`src/hw/sawm_pkg.sv`:
```
package sawm_pkg;
  localparam int NUM_AXES = 2;
  localparam int PARAM_W  = 16;

  // Display codes, alarms first in ascending order
  localparam logic [7:0] CODE_NONE           = 8'h00;
  localparam logic [7:0] CODE_OVERLOAD_ONE   = 8'h50;
  localparam logic [7:0] CODE_IMPACT_TWO     = 8'h5a;
  localparam logic [7:0] CODE_SUPPLY_ERR     = 8'h60;
  localparam logic [7:0] CODE_SUPPLY_LINK    = 8'h82;
  localparam logic [7:0] CODE_SW_TIMEOUT     = 8'h88;
  localparam logic [7:0] CODE_SCALE_STARTUP  = 8'h90;
  localparam logic [7:0] CODE_FRAME_RECV     = 8'h91;
  localparam logic [7:0] CODE_FRAME_FORMAT   = 8'h92;
  localparam logic [7:0] CODE_POS_UNSTABLE   = 8'h93;
  localparam logic [7:0] CODE_SCALE_DEVIATE  = 8'h96;
  localparam logic [7:0] CODE_SCALE_OFFSET   = 8'h97;
  localparam logic [7:0] CODE_TURN_COUNTER   = 8'h9e;
  localparam logic [7:0] CODE_CELL_LOW       = 8'h9f;
  localparam logic [7:0] CODE_OVERLOAD_PRE   = 8'he1;
  localparam logic [7:0] CODE_POS_INVALID    = 8'he3;
  localparam logic [7:0] CODE_SETTING_REJECT = 8'he4;
  localparam logic [7:0] CODE_AXIS_DETACH    = 8'he6;
  localparam logic [7:0] CODE_HOST_ESTOP     = 8'he7;
  localparam logic [7:0] CODE_SUPPLY_WARN    = 8'he8;

  localparam logic [6:0] PRE_WARN_PCT   = 7'h50;  // 80 percent
  localparam logic [7:0] LOAD_RESET_PCT = 8'h32;  // 50 percent
  localparam logic [PARAM_W-1:0] PARAM_RESET = 16'h0000;

  typedef struct packed {
    logic                powerOn;
    logic                reset;
    logic                estop;
    logic                ready;
    logic [NUM_AXES-1:0] servoOn;
    logic [NUM_AXES-1:0] detach;
  } sawm_host_s;

  typedef struct packed {
    logic impactTwo;
    logic overloadTrip;
    logic scaleStartFail;
    logic frameRecvBad;
    logic frameFormatBad;
    logic posUnstable;
    logic scaleDeviation;
    logic scaleOffsetBad;
    logic turnCounterBad;
    logic cellLow;
    logic posCounterInvalid;
  } sawm_axis_fault_s;

  typedef struct packed {
    logic       supplyLinkLoss;
    logic       softwareTimeout;
    logic       supplyErrValid;
    logic [4:0] supplyErrIdx;
    logic       supplyWarnValid;
    logic [1:0] supplyWarnIdx;
  } sawm_shared_fault_s;
endpackage

```
`src/hw/sawm_alarm_manager.sv`:
```
module sawm_alarm_manager
  import sawm_pkg::*;
#(
  parameter int PW = PARAM_W
) (
  input  wire logic                          clk,
  input  wire logic                          clkEn,
  input  wire logic                          sys_rst,
  input  wire sawm_pkg::sawm_host_s          hostPins,
  input  wire sawm_pkg::sawm_axis_fault_s    axisFaults [sawm_pkg::NUM_AXES],
  input  wire sawm_pkg::sawm_shared_fault_s  sharedFaults,
  input  wire logic [15:0]                   olAccum,
  input  wire logic [15:0]                   olTripLevel,
  input  wire logic [7:0]                    loadMonPct,
  input  wire logic                          paramWrEn,
  input  wire logic                          paramWrAxis,
  input  wire logic [PW-1:0]                 paramWrData,
  input  wire logic [PW-1:0]                 paramMin,
  input  wire logic [PW-1:0]                 paramMax,
  output logic [7:0]                         displayCode [sawm_pkg::NUM_AXES],
  output logic [sawm_pkg::NUM_AXES-1:0]      alarmActive,
  output logic [sawm_pkg::NUM_AXES-1:0]      servoOffCmd,
  output logic [sawm_pkg::NUM_AXES-1:0]      absLoadBlock,
  output logic [sawm_pkg::NUM_AXES-1:0]      absInitReq,
  output logic [PW-1:0]                      paramValue [sawm_pkg::NUM_AXES],
  output logic                               phaseDrivePowerOn
);
  import sawm_pkg::*;

  function automatic logic atLeastPct(input logic [15:0] val,
                                      input logic [15:0] lim,
                                      input logic [6:0]  pct);
    atLeastPct = ({8'h00, val} * 24'd100) >= ({8'h00, lim} * {17'h0, pct});
  endfunction

  sawm_host_s hostSync1_reg;
  sawm_host_s hostSync2_reg;
  sawm_host_s hostPrev_reg;
  logic                powerDown;
  logic                resetEdge;
  logic                phHost;
  logic [NUM_AXES-1:0] phServo;
  logic [NUM_AXES-1:0] phDetach;
  logic                anyPhase;
  logic                overloadPre;
  logic                loadLow;
  logic [NUM_AXES-1:0] impact_reg;
  logic [NUM_AXES-1:0] overload_reg;
  logic [NUM_AXES-1:0] scaleStart_reg;
  logic [NUM_AXES-1:0] posUnstable_reg;
  logic [NUM_AXES-1:0] scaleOffset_reg;
  logic [NUM_AXES-1:0] reject_reg;
  logic                linkLoss_reg;
  logic                swTimeout_reg;
  logic [7:0]          code_next [NUM_AXES];
  logic [NUM_AXES-1:0] alarm_next;
  logic [NUM_AXES-1:0] posInvalid_next;

  // Host pins are asynchronous to the drive clock
  always_ff @(posedge clk or posedge sys_rst) begin
    if (sys_rst) begin
      hostSync1_reg <= '0;
      hostSync2_reg <= '0;
      hostPrev_reg  <= '0;
    end else if (clkEn) begin
      hostSync1_reg <= hostPins;
      hostSync2_reg <= hostSync1_reg;
      hostPrev_reg  <= hostSync2_reg;
    end
  end

  assign powerDown = hostPrev_reg.powerOn & ~hostSync2_reg.powerOn;
  assign resetEdge = hostSync2_reg.reset & ~hostPrev_reg.reset;

  // First phase lasts from drive power-up until the host comes up
  always_ff @(posedge clk or posedge sys_rst) begin
    if (sys_rst) begin
      phaseDrivePowerOn <= 1'b1;
    end else if (clkEn && hostSync2_reg.powerOn) begin
      phaseDrivePowerOn <= 1'b0;
    end
  end

  always_comb begin
    phHost   = hostSync2_reg.powerOn & hostSync2_reg.estop;
    phServo  = {NUM_AXES{hostSync2_reg.powerOn & ~hostSync2_reg.estop}}
               & hostSync2_reg.servoOn;
    phDetach = {NUM_AXES{hostSync2_reg.powerOn & hostSync2_reg.ready}}
               & hostSync2_reg.detach & ~hostSync2_reg.servoOn;
    anyPhase = phHost | (|phServo) | (|phDetach);
  end

  assign overloadPre = atLeastPct(olAccum, olTripLevel, PRE_WARN_PCT);
  assign loadLow     = loadMonPct < LOAD_RESET_PCT;

  // Latched per-axis faults; a set in the clearing cycle wins
  always_ff @(posedge clk or posedge sys_rst) begin
    if (sys_rst) begin
      impact_reg      <= '0;
      overload_reg    <= '0;
      scaleStart_reg  <= '0;
      posUnstable_reg <= '0;
      scaleOffset_reg <= '0;
    end else if (clkEn) begin
      for (int a = 0; a < NUM_AXES; a++) begin
        impact_reg[a] <= (axisFaults[a].impactTwo & phServo[a])
                         | (impact_reg[a] & ~resetEdge & ~powerDown);
        overload_reg[a] <= (axisFaults[a].overloadTrip
                            & (phHost | phServo[a] | phDetach[a]))
                           | (overload_reg[a] & ~powerDown
                              & ~(resetEdge & loadLow));
        scaleStart_reg[a] <= (axisFaults[a].scaleStartFail & phHost)
                             | (scaleStart_reg[a] & ~powerDown);
        posUnstable_reg[a] <= (axisFaults[a].posUnstable
                               & (phHost | phServo[a]))
                              | (posUnstable_reg[a] & ~powerDown);
        scaleOffset_reg[a] <= (axisFaults[a].scaleOffsetBad & phHost)
                              | (scaleOffset_reg[a] & ~powerDown);
      end
    end
  end

  // Shared faults count for both axes
  always_ff @(posedge clk or posedge sys_rst) begin
    if (sys_rst) begin
      linkLoss_reg  <= 1'b0;
      swTimeout_reg <= 1'b0;
    end else if (clkEn) begin
      linkLoss_reg <= (sharedFaults.supplyLinkLoss & anyPhase)
                      | (linkLoss_reg & ~powerDown);
      // Only a drive power cycle, i.e. sys_rst, releases this one
      if (sharedFaults.softwareTimeout & (phaseDrivePowerOn | anyPhase)) begin
        swTimeout_reg <= 1'b1;
      end
    end
  end

  // Stored settings; a bad value never reaches the store
  always_ff @(posedge clk or posedge sys_rst) begin
    if (sys_rst) begin
      reject_reg <= '0;
      for (int a = 0; a < NUM_AXES; a++) begin
        paramValue[a] <= PARAM_RESET;
      end
    end else if (clkEn && paramWrEn) begin
      for (int a = 0; a < NUM_AXES; a++) begin
        if (paramWrAxis == a[0]) begin
          if (paramWrData < paramMin || paramWrData > paramMax) begin
            reject_reg[a] <= phHost | phServo[a];
          end else begin
            paramValue[a] <= paramWrData;
            reject_reg[a] <= 1'b0;
          end
        end
      end
    end
  end

  // Alarms outrank warnings, then statuses; lowest code first
  always_comb begin
    for (int a = 0; a < NUM_AXES; a++) begin
      code_next[a]  = CODE_NONE;
      alarm_next[a] = 1'b1;
      posInvalid_next[a] = axisFaults[a].posCounterInvalid
                           & (phHost | phServo[a]);
      if (overload_reg[a]) begin
        code_next[a] = CODE_OVERLOAD_ONE;
      end else if (impact_reg[a]) begin
        code_next[a] = CODE_IMPACT_TWO;
      end else if (sharedFaults.supplyErrValid) begin
        code_next[a] = CODE_SUPPLY_ERR
                       | {3'b000, sharedFaults.supplyErrIdx};
      end else if (linkLoss_reg) begin
        code_next[a] = CODE_SUPPLY_LINK;
      end else if (swTimeout_reg) begin
        code_next[a] = CODE_SW_TIMEOUT;
      end else begin
        alarm_next[a] = 1'b0;
        if (scaleStart_reg[a]) begin
          code_next[a] = CODE_SCALE_STARTUP;
        end else if (axisFaults[a].frameRecvBad
                     & (phHost | phServo[a])) begin
          code_next[a] = CODE_FRAME_RECV;
        end else if (axisFaults[a].frameFormatBad
                     & (phHost | phServo[a])) begin
          code_next[a] = CODE_FRAME_FORMAT;
        end else if (posUnstable_reg[a]) begin
          code_next[a] = CODE_POS_UNSTABLE;
        end else if (axisFaults[a].scaleDeviation
                     & (phHost | phServo[a] | phDetach[a])) begin
          code_next[a] = CODE_SCALE_DEVIATE;
        end else if (scaleOffset_reg[a]) begin
          code_next[a] = CODE_SCALE_OFFSET;
        end else if (axisFaults[a].turnCounterBad
                     & (phHost | phServo[a] | phDetach[a])) begin
          code_next[a] = CODE_TURN_COUNTER;
        end else if (axisFaults[a].cellLow
                     & (phHost | phServo[a] | phDetach[a])) begin
          code_next[a] = CODE_CELL_LOW;
        end else if (overloadPre & anyPhase) begin
          code_next[a] = CODE_OVERLOAD_PRE;
        end else if (posInvalid_next[a]) begin
          code_next[a] = CODE_POS_INVALID;
        end else if (reject_reg[a]) begin
          code_next[a] = CODE_SETTING_REJECT;
        end else if (hostSync2_reg.powerOn & hostSync2_reg.detach[a]) begin
          code_next[a] = CODE_AXIS_DETACH;
        end else if (hostSync2_reg.powerOn & hostSync2_reg.estop) begin
          code_next[a] = CODE_HOST_ESTOP;
        end else if (sharedFaults.supplyWarnValid) begin
          code_next[a] = CODE_SUPPLY_WARN
                         | {6'h00, sharedFaults.supplyWarnIdx};
        end
      end
    end
  end

  always_ff @(posedge clk or posedge sys_rst) begin
    if (sys_rst) begin
      alarmActive  <= '0;
      servoOffCmd  <= '0;
      absLoadBlock <= '0;
      absInitReq   <= '0;
      for (int a = 0; a < NUM_AXES; a++) begin
        displayCode[a] <= CODE_NONE;
      end
    end else if (clkEn) begin
      alarmActive  <= alarm_next;
      // Coasting stop; the outer sequence must remove power
      servoOffCmd  <= alarm_next;
      absLoadBlock <= posUnstable_reg;
      absInitReq   <= posInvalid_next;
      for (int a = 0; a < NUM_AXES; a++) begin
        displayCode[a] <= code_next[a];
      end
    end
  end
endmodule // sawm_alarm_manager

```
`config.mk`:
```
export PLATFORM = sky130hd
export DESIGN_NAME = sawm_alarm_manager
export DESIGN_NICKNAME = d
export VERILOG_FILES = /design/src/hw/sawm_pkg.sv /design/src/hw/sawm_alarm_manager.sv
export SDC_FILE = /design/constraint.sdc
export NUM_CORES = 1
export LEC_CHECK = 0
export BUFFER_PORTS_ARGS = -buffer_cell sky130_fd_sc_hd__buf_2
export CAP_MARGIN = 10
export CELL_PAD_IN_SITES_DETAIL_PLACEMENT = 0
export CELL_PAD_IN_SITES_GLOBAL_PLACEMENT = 1
export CORE_MARGIN = 2
export CORE_UTILIZATION = 45
export CTS_BUF_LIST = sky130_fd_sc_hd__clkbuf_16
export DETAILED_ROUTE_END_ITERATION = 10
export HOLD_SLACK_MARGIN = 0.03
export PLACE_DENSITY_LB_ADDON = 0.3
export SLEW_MARGIN = 20
export SYNTH_ARGS = -nofsm -noshare
export SYNTH_HDL_FRONTEND = slang
export SYNTH_SLANG_ARGS = --single-unit
```
`constraint.sdc`:
```
create_clock -name clk -period 4.4 [get_ports clk]
set_input_delay 0.88 -clock clk [delete_from_list [all_inputs] [get_ports clk]]
set_output_delay 0.88 -clock clk [all_outputs]
set_load 0.05 [all_outputs]
```
==> reports/qor.yml, run 1 <==
critical_path:
  slowest_stage: "fa_1"
  path_cells: "buf_8 -> ha_4 -> ha_4 -> inv_2 -> fa_1 -> inv_2 -> ha_4 -> a21o_1 -> a2111o_1 -> a41oi_2 -> nor3_2 -> o221ai_2 -> xnor2_1 -> ha_1 -> a21oi_1 -> nand2_1 -> a221oi_2 -> a31oi_4 -> or4_1 -> a221o_1"
  arrival_ns: 5.12
  cp-start-kind: "input pin"
  critical_path.max_stage_delay_ns: 0.49
  critPathKind: "in -> reg"
  cp_num_cells: 20
  cp_data_required_time_ns: 4.64
  rr_endpoint: "displayCode[15]"
  reg2reg_depth: 8
  r2r_slack_ns: 1.92
  critical_path.top_delay_family: "compound AO/OA/AOI/OAI gates"
  r2r_start: "hostSync2_reg[7]"
  cp.buffers_inverters: 3
  critPathLaunch: "olAccum[7]"
  path_max_fanout: 3
  crit_top_cell: "ha_4"
  endpoint_kind: "register"
  endpoint: "displayCode[7]"
sta:
  worstMarginPinSlew_ns: 0.788
  fin_crit_sh_pct: 111
  min_period_ns: 4.87
  relSlewSlack_pct: 47.2
  skew_ns: 0.0101
  fin_ws_ns: -0.475
  final_max_slew_viol_count: 0
  tns_ns: -4.93
  setup_viol: 14
  rsz0062_at_grt: "true"
  max_freq_mhz: 205
  hold_viol_final: 0
cells_and_area:
  syn_to_final_growth_pct: 33.1
  drive_gt1_share_pct: 36.7
  final_net_count: 1317
  top_regs: "paramValue (32), displayCode (16)"
  final_cell_count_no_fill: 1266
  mostFrequentLayoutCell: "buf_2"
  regArea_mm2: 0.00218
  final_cell_mix: "buf_2, ha_1, dfrtp_1"
  largest_reg_flops: 32
  regMostFlops: "paramValue"
  num-fill-cells: 1428
  multi_input_area_mm2: 0.00546
die:
  die_h_um: 134
  core_region_area_mm2: 0.0165
  die-area_mm2: 0.0179
  dieWidth_um: 134
  io_pins: 191
  initial_core_util_pct: 45.9
  rows: 47
synthesis:
  syn_area_mm2: 0.00758
  synth_edf_count: 0
  yosys_register_bits: 87
  syn_avg_cell_area_um2: 9.66
  ys_seq_area_share_pct: 28.7
  ys_types: 77
  mappedNetlistNets: 1062
  synth_cells: 785
  ys_async_sr_fraction_pct: 100
  synth_ff_type: "dfrtp_1"
  yosysWarnings: 0
pwr:
  p_total_w: 0.00437
  p_per_area_mw_per_mm2: 433
  p_leak_nw: 5.03
  ir_drop_mv: 0.382
global_routing:
  grt_pass1_vias: 6772
  grt_pass1_wl_um: 33300
  gr-total-overflow: 0
  antenna_found_initial: 1
  grt_usage_pct: 23.3
  grt_max_degree: 60
hold_path:
  min_path_type: "reg -> reg"
detailed_routing:
  drcViolationCount: 0
  via_per_inst: 5.36
  drt_iter0_markers: 293
  routed_wl_um: 20500
  wire_per_inst_um: 16.2
  dr.pass1.iters: 5
  vias: 6780
  postRouteAntennaNets: 0
run_status:
  status: "complete, but fails checks"
  violations: "negative setup slack"
job:
  max_cap_violations: 0
clock_network:
  cts_root_buffer: "clkbuf_16"
  worstSkewPairLatency_ns: 0.35
  cts_buffers: 9
  cts_htree_levels: 3
  cts.clk_slew.worst_paths_ns: 0.07
  cts_tree: "built"
  cts_buffer_depth: 2
  cts.sinks: 87
placed_design:
  dp_cells: 1243
  dpl.hpwl_um: 16300
  gp_congestion: 0.840
  port_buffers: 189
## routing by layer
metal	wire (um)	part of all wire, %	track usage (%)
met1	9150	45	31.4
met2	9630	47	38.5
met3	1350	6.6	4.61
met4	357	1.7	6.26
met5	0	0	0
## cells by family (layout without fill, tap and decap cells)
logic type	count (synthesis)	in the layout	synth area share, %
AO/OA/AOI/OAI	201	201	18.5
XOR/XNOR	26	26	3.00
adder cells (fa/ha/maj)	143	143	24.8
buffers and inverters	99	359	5.38
flip-flops	87	87	28.7
multiplexers	54	54	8.50
other	0	1	0
AND/OR/NAND/NOR	175	175	11.1
## how the worst min path moves through the flow
stage	from	to	slack [ns]	depth (start not counted)
2_1_floorplan	hostSync1_reg[7]	hostSync2_reg[7]	0.45	2
3_3_place_gp	paramValue[21]	paramValue[21]	0.47	1
3_5_place_dp	hostSync1_reg[7]	hostSync2_reg[7]	0.48	2
4_1_cts	hostSync1_reg[7]	hostSync2_reg[7]	0.49	2
5_1_grt	paramValue[29]	paramValue[29]	0.51	1
6_report	paramValue[16]	paramValue[16]	0.49	1
## area by class of cell
type                       instances  share of cell area, %
inverter                          80                   2.99
multi-input combinational        599                   54.1
timing repair buffer             263                   15.6
clock inverter                     7                  0.793
sequential                        87                   21.6
antenna                            1                 0.0248
clock buffer                       9                   2.23
tap                              220                   2.73
## through the flow
step / util [%] / cell area (um^2) / hold WS (ns) / worst slack (ns)
global route: 61.1 / 10100 / 0.509 / -0.646
detailed placement: 56.7 / 9370 / 0.478 / -0.897
floorplan: - / 7750 / 0.449 / -0.446
CTS: 60.1 / 9930 / 0.493 / -0.430
finish: 61.1 / 10100 / 0.490 / -0.475
global placement: 56.7 / 9370 / 0.469 / -0.835
## power by group
part / internal [W] / total [W] / switching (W)
sequential: 0.000994 / 0.00114 / 0.000144
combinational: 0.000985 / 0.00244 / 0.00145
clock: 0.000448 / 0.000793 / 0.000345
## cells in the mapped netlist, types with 3 or more instances
cell      number  area, um^2
a211oi_1       8        60.1
a21o_1         8        60.1
a21oi_1       57         285
a221oi_1       3        26.3
a22oi_1        5        37.5
a31oi_1        9        56.3
a32o_1         7        70.1
a32oi_1        3        26.3
and2_1         6        37.5
buf_1          4        15.0
clkbuf_1       8        30.0
dfrtp_1       86        2150
fa_1          12         240
ha_1         131        1640
inv_1         79         297
mux2_1        17         191
mux2_2        26         293
mux2_4        10         150
nand2_1       49         184
nand2b_1       7        43.8
nand3_1       13        65.1
nand4_1        9        56.3
nor2_1        42         158
nor2b_1        6        37.5
nor3_1        20         100
o211ai_1       5        37.5
o21a_1         7        52.6
o21ai_0       35         175
o21ai_1        6        30.0
o21bai_1       4        30.0
o221ai_1       3        26.3
o311a_1        4        40.0
o31ai_1        6        45.0
o41ai_1        3        26.3
or2_2          3        18.8
or3_1          7        43.8
xnor2_1       15         131
xor2_1        11        96.3
## timing repair
| action | CTS | global route |
|---|---|---|
| hold buffers | 0 | 0 |
| setup buffers | 4 | 2 |
| resized for setup | 30 | 31 |
| endpoints found under the setup margin | 14 | 14 |
| gates cloned | 1 | 0 |
| pin swaps | 23 | 10 |
Power figures use the tool's default switching activity.
==> run 2: changes to the inputs <==
--- a/config.mk
+++ b/config.mk
@@ -5,12 +5,13 @@
 export SDC_FILE = /design/constraint.sdc
 export NUM_CORES = 1
 export LEC_CHECK = 0
+export ABC_AREA = 1
 export BUFFER_PORTS_ARGS = -buffer_cell sky130_fd_sc_hd__buf_2
 export CAP_MARGIN = 10
 export CELL_PAD_IN_SITES_DETAIL_PLACEMENT = 0
 export CELL_PAD_IN_SITES_GLOBAL_PLACEMENT = 1
 export CORE_MARGIN = 2
-export CORE_UTILIZATION = 45
+export CORE_UTILIZATION = 42
 export CTS_BUF_LIST = sky130_fd_sc_hd__clkbuf_16
 export DETAILED_ROUTE_END_ITERATION = 10
 export HOLD_SLACK_MARGIN = 0.03
==> reports/qor.yml, run 2 <==
critical_path:
  arrival_ns: 4.73  # -0.39 ns
  cp-start-kind: "input pin"
  slowest_stage: "fa_1"
  critPathLaunch: "olAccum[5]"
  endpoint_kind: "register"
  crit_top_cell: "nand2_1"
  critical_path.max_stage_delay_ns: 0.49  # about the same
  r2r_start: "hostSync2_reg[7]"
  cp_data_required_time_ns: 4.63  # about the same
  path_max_fanout: 5  # +2
  critPathKind: "in -> reg"
die:
  die_h_um: 139  # +3.5%
  core_region_area_mm2: 0.0178  # +8.0%
  dieWidth_um: 139  # +3.5%
  initial_core_util_pct: 42.6  # -3.3 points
  rows: 49  # +4.3%
  die-area_mm2: 0.0192  # +7.2%
  io_pins: 191  # unchanged
sta:
  final_max_slew_viol_count: 0  # unchanged
  skew_ns: 0.00874  # -0.00138 ns
  hold_viol_final: 0  # unchanged
  fin_crit_sh_pct: 102  # -8.5 points
  setup_viol: 11  # -3
  worstMarginPinSlew_ns: 0.814  # +0.0263 ns
  min_period_ns: 4.50  # -0.375 ns
  whs_ns: 0.468  # -0.0218 ns
  fin_ws_ns: -0.0997  # +0.375 ns
  rsz0062_at_grt: "true"
  max_freq_mhz: 222  # +8.3%
  relSlewSlack_pct: 45.6  # -1.6 points
global_routing:
  grt_pass1_vias: 6990  # +3.2%
  gr-total-overflow: 0  # unchanged
  grt_max_degree: 47  # -22%
  grt_pass1_wl_um: 33600  # +0.95%
  antenna_found_initial: 1  # unchanged
  grt_usage_pct: 21.3  # -2.0 points
pwr:
  ir_drop_mv: 0.319  # -16%
  p_per_area_mw_per_mm2: 427  # -1.3%
  p_total_w: 0.00432  # -1.1%
  p_leak_nw: 5.63  # +12%
cells_and_area:
  syn_to_final_growth_pct: 33.0
  final_cell_mix: "nand2_1, buf_2, inv_1"
  mostFrequentLayoutCell: "nand2_1"
  largest_reg_flops: 32  # unchanged
  drive_gt1_share_pct: 28.0  # -8.8 points
  final_net_count: 1531  # +16%
  num-fill-cells: 1684  # +18%
  final_cell_count_no_fill: 1489  # +18%
  top_regs: "paramValue (32), displayCode (16)"
  regMostFlops: "paramValue"
clock_network:
  cts_buffer_depth: 2  # unchanged
  cts_tree: "built"
  worstSkewPairLatency_ns: 0.34  # about the same
  cts.clk_slew.worst_paths_ns: 0.06  # about the same
  cts.hold.buffers_added: 0  # unchanged
  cts_root_buffer: "clkbuf_16"
  cts.sinks: 87  # unchanged
  cts_htree_levels: 3  # unchanged
  cts_buffers: 9  # unchanged
synthesis:
  syn_avg_cell_area_um2: 7.57  # -22%
  ys_types: 37  # -52%
  synth_edf_count: 0  # unchanged
  ys_async_sr_fraction_pct: 100  # unchanged
  ys_seq_area_share_pct: 28.6  # -0.076 points
  mappedNetlistNets: 1281  # +21%
  synth_top_area_share_pct: 28.3  # -0.075 points
  ys_top_cells_by_area: "dfrtp_1, ha_1, nand2_1, inv_1, o21ai_0"
  synth_ff_type: "dfrtp_1"
  yosys_register_bits: 87  # unchanged
  synthTopCellsByCount: "nand2_1, inv_1, ha_1"
  yosysTopAreaCell: "dfrtp_1"
  synth_cells: 1004  # +28%
  syn_area_mm2: 0.00760  # +0.26%
  yosysWarnings: 0  # unchanged
  yosysMostFrequentCell: "nand2_1"
hold_path:
  hold_start: "paramValue[18]"
  min_path_type: "reg -> reg"
job:
  max_cap_violations: 0  # unchanged
placed_design:
  gp_congestion: 0.863  # +2.7%
  dp_cells: 1467  # +18%
  pre_cts_ws_ns: -0.648  # +0.248 ns
  port_buffers: 189  # unchanged
  dpl.hpwl_um: 16300  # +0.22%
detailed_routing:
  drcViolationCount: 0  # unchanged
  wire_per_inst_um: 13.5  # -16%
  drt_iter0_markers: 412  # +41%
  dr.pass1.iters: 5  # unchanged
  routed_wl_um: 20200  # -1.6%
  via_per_inst: 4.91  # -8.4%
  postRouteAntennaNets: 0  # unchanged
  vias: 7305  # +7.7%
run_status:
  status: "complete, but fails checks"
  violations: "negative setup slack"
run 2: path summary, 6_finish.rpt:
check	end	depth (start not counted)	slack, ns
max	displayCode[8]	31	-0.1
min	paramValue[18]	2	0.47
max reg2reg	displayCode[1]	14	2.12
min reg2reg	paramValue[18]	2	0.47
max in group asynchronous	phaseDrivePowerOn	3	2.71
min in group asynchronous	paramValue[27]	2	0.65
run 2: critical path: cells and delay by family:
family / cells / cell delay [ns]
adder cells (fa/ha/maj): 5 / 1.52
XOR/XNOR: 1 / 0.13
AO/OA/AOI/OAI: 6 / 0.85
AND/OR/NAND/NOR: 15 / 1.04
buffers and inverters: 4 / 0.33
run 2: logic make-up after synthesis:
kind of cell | count (synthesis) | synth area share [%]
and+or+nand+nor | 429 | 24.2
AOI/OAI and AO/OA | 143 | 10.3
adders and majority gates | 143 | 24.7
xor gates and xnor gates | 29 | 3.34
DFF | 87 | 28.6
buffers and inverters | 173 | 8.75
run 2: repair_timing:
item | CTS | global route
endpoints found under the hold margin | 0 | 0
setup endpoints to repair | 14 | 14
gates cloned | 1 | 0
setup buffers | 1 | 3
pin swaps | 17 | 21
resized for setup | 33 | 30
run 2: layer usage:
layer,routed length (um),GRT usage (%),vias up
met5,0,0,-
met4,247,4.30,0
met2,9280,35.1,195
met1,9450,29.0,3279
met3,1200,4.63,16
li1,-,-,3815
run 2: metrics by stage:
stage	setup TNS [ns]	cell area [um^2]	utilization [%]
2_1_floorplan	-1.08	7780	-
3_3_place_gp	-7.06	9420	52.8
3_5_place_dp	-7.88	9420	52.8
4_1_cts	-0.00413	9970	55.9
5_1_grt	-4.35	10100	56.7
6_report	-0.656	10100	56.7
run 2: report_power, final:
part	total, W	internal, W	switching [W]	leakage, nW
combinational	0.00239	0.000898	0.00150	4.40
sequential	0.00110	0.000984	0.000117	1.08
clock	0.000827	0.000498	0.000329	0.150
run 2: final cells by class:
| type | instances | area (um^2) | share of cell area [%] |
|---|---|---|---|
| timing repair buffer | 260 | 1520 | 15.0 |
| tap | 229 | 287 | 2.83 |
| clock buffer | 9 | 225 | 2.23 |
| inverter | 151 | 568 | 5.62 |
| clock inverter | 7 | 96.3 | 0.953 |
| antenna | 1 | 2.50 | 0.0247 |
| sequential | 87 | 2180 | 21.5 |
| multi-input combinational | 745 | 5240 | 51.8 |
==> run 3: changes to the inputs <==
--- a/config.mk
+++ b/config.mk
@@ -10,6 +10,7 @@
 export CAP_MARGIN = 10
 export CELL_PAD_IN_SITES_DETAIL_PLACEMENT = 0
 export CELL_PAD_IN_SITES_GLOBAL_PLACEMENT = 1
+export CORE_ASPECT_RATIO = 0.7
 export CORE_MARGIN = 2
 export CORE_UTILIZATION = 42
 export CTS_BUF_LIST = sky130_fd_sc_hd__clkbuf_16
==> reports/qor.yml, run 3 (same netlist as run 2, synthesis figures left out) <==
critical_path:
  r2r_slack_ns: 2.10  # -0.02 ns
  crit_top_cell: "nand2_1"
  rr_endpoint: "displayCode[15]"
  cp_data_required_time_ns: 4.64  # about the same
  critical_path.max_stage_delay_ns: 0.48  # about the same
  critPathKind: "in -> reg"
  cp-start-kind: "input pin"
  arrival_ns: 4.76  # +0.03 ns
  endpoint_kind: "register"
  critical_path.top_delay_family: "adder cells"
  path_max_fanout: 5  # unchanged
  slowest_stage: "fa_1"
  cp.buffers_inverters: 5  # +1
  r2r_start: "hostSync2_reg[5]"
  cp_num_cells: 31  # unchanged
  reg2reg_depth: 10  # -4
cells_and_area:
  syn_to_final_growth_pct: 32.8
  mostFrequentLayoutCell: "nand2_1"
  drive_gt1_share_pct: 27.7  # -0.22 points
  final_cell_mix: "nand2_1, buf_2, inv_1"
  num-fill-cells: 1772  # +5.2%
  antennaDiodeCount: 0  # -1
  top_regs: "paramValue (32), displayCode (16)"
  regMostFlops: "paramValue"
  largest_reg_flops: 32  # unchanged
  final_net_count: 1534  # +0.20%
global_routing:
  grt_max_degree: 52  # +11%
  grt_pass1_vias: 6834  # -2.2%
  gr-total-overflow: 0  # unchanged
  grt_pass1_wl_um: 33100  # -1.5%
  antenna_found_initial: 0  # -1
  grt_usage_pct: 21.7  # +0.41 points
pwr:
  p_sw_w: 0.00201  # +3.7%
  p_comb_share_pct: 55.9  # +0.5 points
  swShare_pct: 46.9  # +2.0 points
  clkPwrFrac_pct: 18.4  # -0.7 points
  ir_drop_mv: 0.198  # -38%
  p_leak_nw: 5.66  # +0.44%
  p_seq_share_pct: 25.7  # +0.2 points
  p_int_w: 0.00228  # -4.2%
  p_per_area_mw_per_mm2: 425  # -0.51%
sta:
  final_max_slew_viol_count: 0  # unchanged
  fin_crit_sh_pct: 103  # +0.33 points
  worstMarginPinSlew_ns: 0.815  # +0.000589 ns
  tns_ns: -0.449  # +0.206 ns
  min_period_ns: 4.51  # +0.0145 ns
  skew_ns: 0.0115  # +0.00276 ns
  fin_ws_ns: -0.114  # -0.0145 ns
  whs_ns: 0.463  # -0.00459 ns
  rsz0062_at_grt: "true"
  relSlewSlack_pct: 45.5  # -0.16 points
  setup_viol: 9  # -2
  max_freq_mhz: 222  # -0.32%
  hold_viol_final: 0  # unchanged
die:
  core_region_area_mm2: 0.0179  # about the same
  dieWidth_um: 165  # +19%
  initial_core_util_pct: 42.6  # about the same
  rows: 41  # -16%
  die_h_um: 117  # -16%
  die-area_mm2: 0.0192  # about the same
  io_pins: 191  # unchanged
detailed_routing:
  via_per_inst: 4.91  # +0.13%
  drcViolationCount: 0  # unchanged
  routed_wl_um: 20700  # +2.8%
  drt_iter0_markers: 454  # +10%
  dr.pass1.iters: 5  # unchanged
  postRouteAntennaNets: 0  # unchanged
  vias: 7359  # +0.74%
  wire_per_inst_um: 13.8  # +2.1%
placed_design:
  port_buffers: 189  # unchanged
  dpl.hpwl_um: 16900  # +3.8%
  gp_congestion: 0.933  # +8.1%
clock_network:
  cts_tree: "built"
  cts_htree_levels: 3  # unchanged
  cts_root_buffer: "clkbuf_16"
  cts.clk_slew.worst_paths_ns: 0.07  # about the same
  cts.sinks: 87  # unchanged
  worstSkewPairLatency_ns: 0.35  # about the same
  cts_buffer_depth: 2  # unchanged
  cts.hold.buffers_added: 0  # unchanged
  cts_buffers: 9  # unchanged
hold_path:
  hold_start: "phaseDrivePowerOn"
  hold_depth: 2  # unchanged
  min_path_type: "reg -> reg"
  hold_end: "phaseDrivePowerOn"
job:
  max_cap_violations: 0  # unchanged
run_status:
  status: "complete, but fails checks"
  violations: "negative setup slack"
## run 3: metrics by stage
| stage | cell area, um^2 | utilization (%) | setup slack [ns] | total power [W] | instances |
|---|---|---|---|---|---|
| 2_1_floorplan | 7780 | - | -0.122 | 0.00266 | 1004 |
| 3_5_place_dp | 9430 | 52.8 | -0.656 | 0.00335 | 1474 |
| 5_1_grt | 10100 | 56.6 | -0.317 | 0.00466 | 1498 |
| 4_1_cts | 9980 | 55.9 | -0.0116 | 0.00425 | 1495 |
| 6_report | 10100 | 56.6 | -0.114 | 0.00429 | 1498 |
| 3_3_place_gp | 9430 | 52.8 | -0.605 | 0.00331 | 1474 |
## run 3: repair_timing
item / CTS / global route
resized for setup: 34 / 26
setup endpoints to repair: 14 / 14
gates cloned: 1 / 0
pin swaps: 25 / 8
buffers inserted: 4 / 3
endpoints found under the hold margin: 0 / 0
## run 3: worst max-delay path by stage
stage	from	endpoint	slack, ns
final	olAccum[5]	displayCode[11]	-0.11
after global placement	olAccum[3]	displayCode[0]	-0.60
after floorplan	olAccum[4]	displayCode[8]	-0.12
after global routing	olAccum[2]	displayCode[8]	-0.32
after detailed placement	olAccum[6]	displayCode[1]	-0.66
after CTS	olAccum[2]	displayCode[0]	-0.01
## run 3: routing by layer
layer	vias up	track usage (%)	wire length (um)
li1	3822	-	-
met1	3338	31.4	10500
met2	192	33.3	8730
met3	7	5.47	1410
met4	0	3.77	121
met5	-	0	0
## run 3: power by group through the flow
stage | clock [W] | sequential, W | combinational, W
after floorplan | 0 | 0.00157 | 0.00109
after global placement | 0 | 0.00111 | 0.00220
after detailed placement | 0 | 0.00111 | 0.00224
after CTS | 0.000815 | 0.00110 | 0.00233
after global routing | 0.000848 | 0.00113 | 0.00268
final | 0.000790 | 0.00110 | 0.00240
## run 3: tightest hold or removal path: cells and delay by family, from the launching register on
| kind | cells | cell delay (ns) |
|---|---|---|
| buf+inv | 1 | 0.05 |
| simple gates | 1 | 0.04 |
| flops | 1 | 0.38 |
## run 3: area by class of cell
type	instances	area, um^2	area share [%]
Multi-Input combinational cell	745	5200	51.5
Tap cell	236	295	2.92
Clock buffer	9	225	2.23
Inverter	151	568	5.63
Clock inverter	7	86.3	0.855
Timing Repair Buffer	263	1540	15.2
Sequential cell	87	2180	21.6
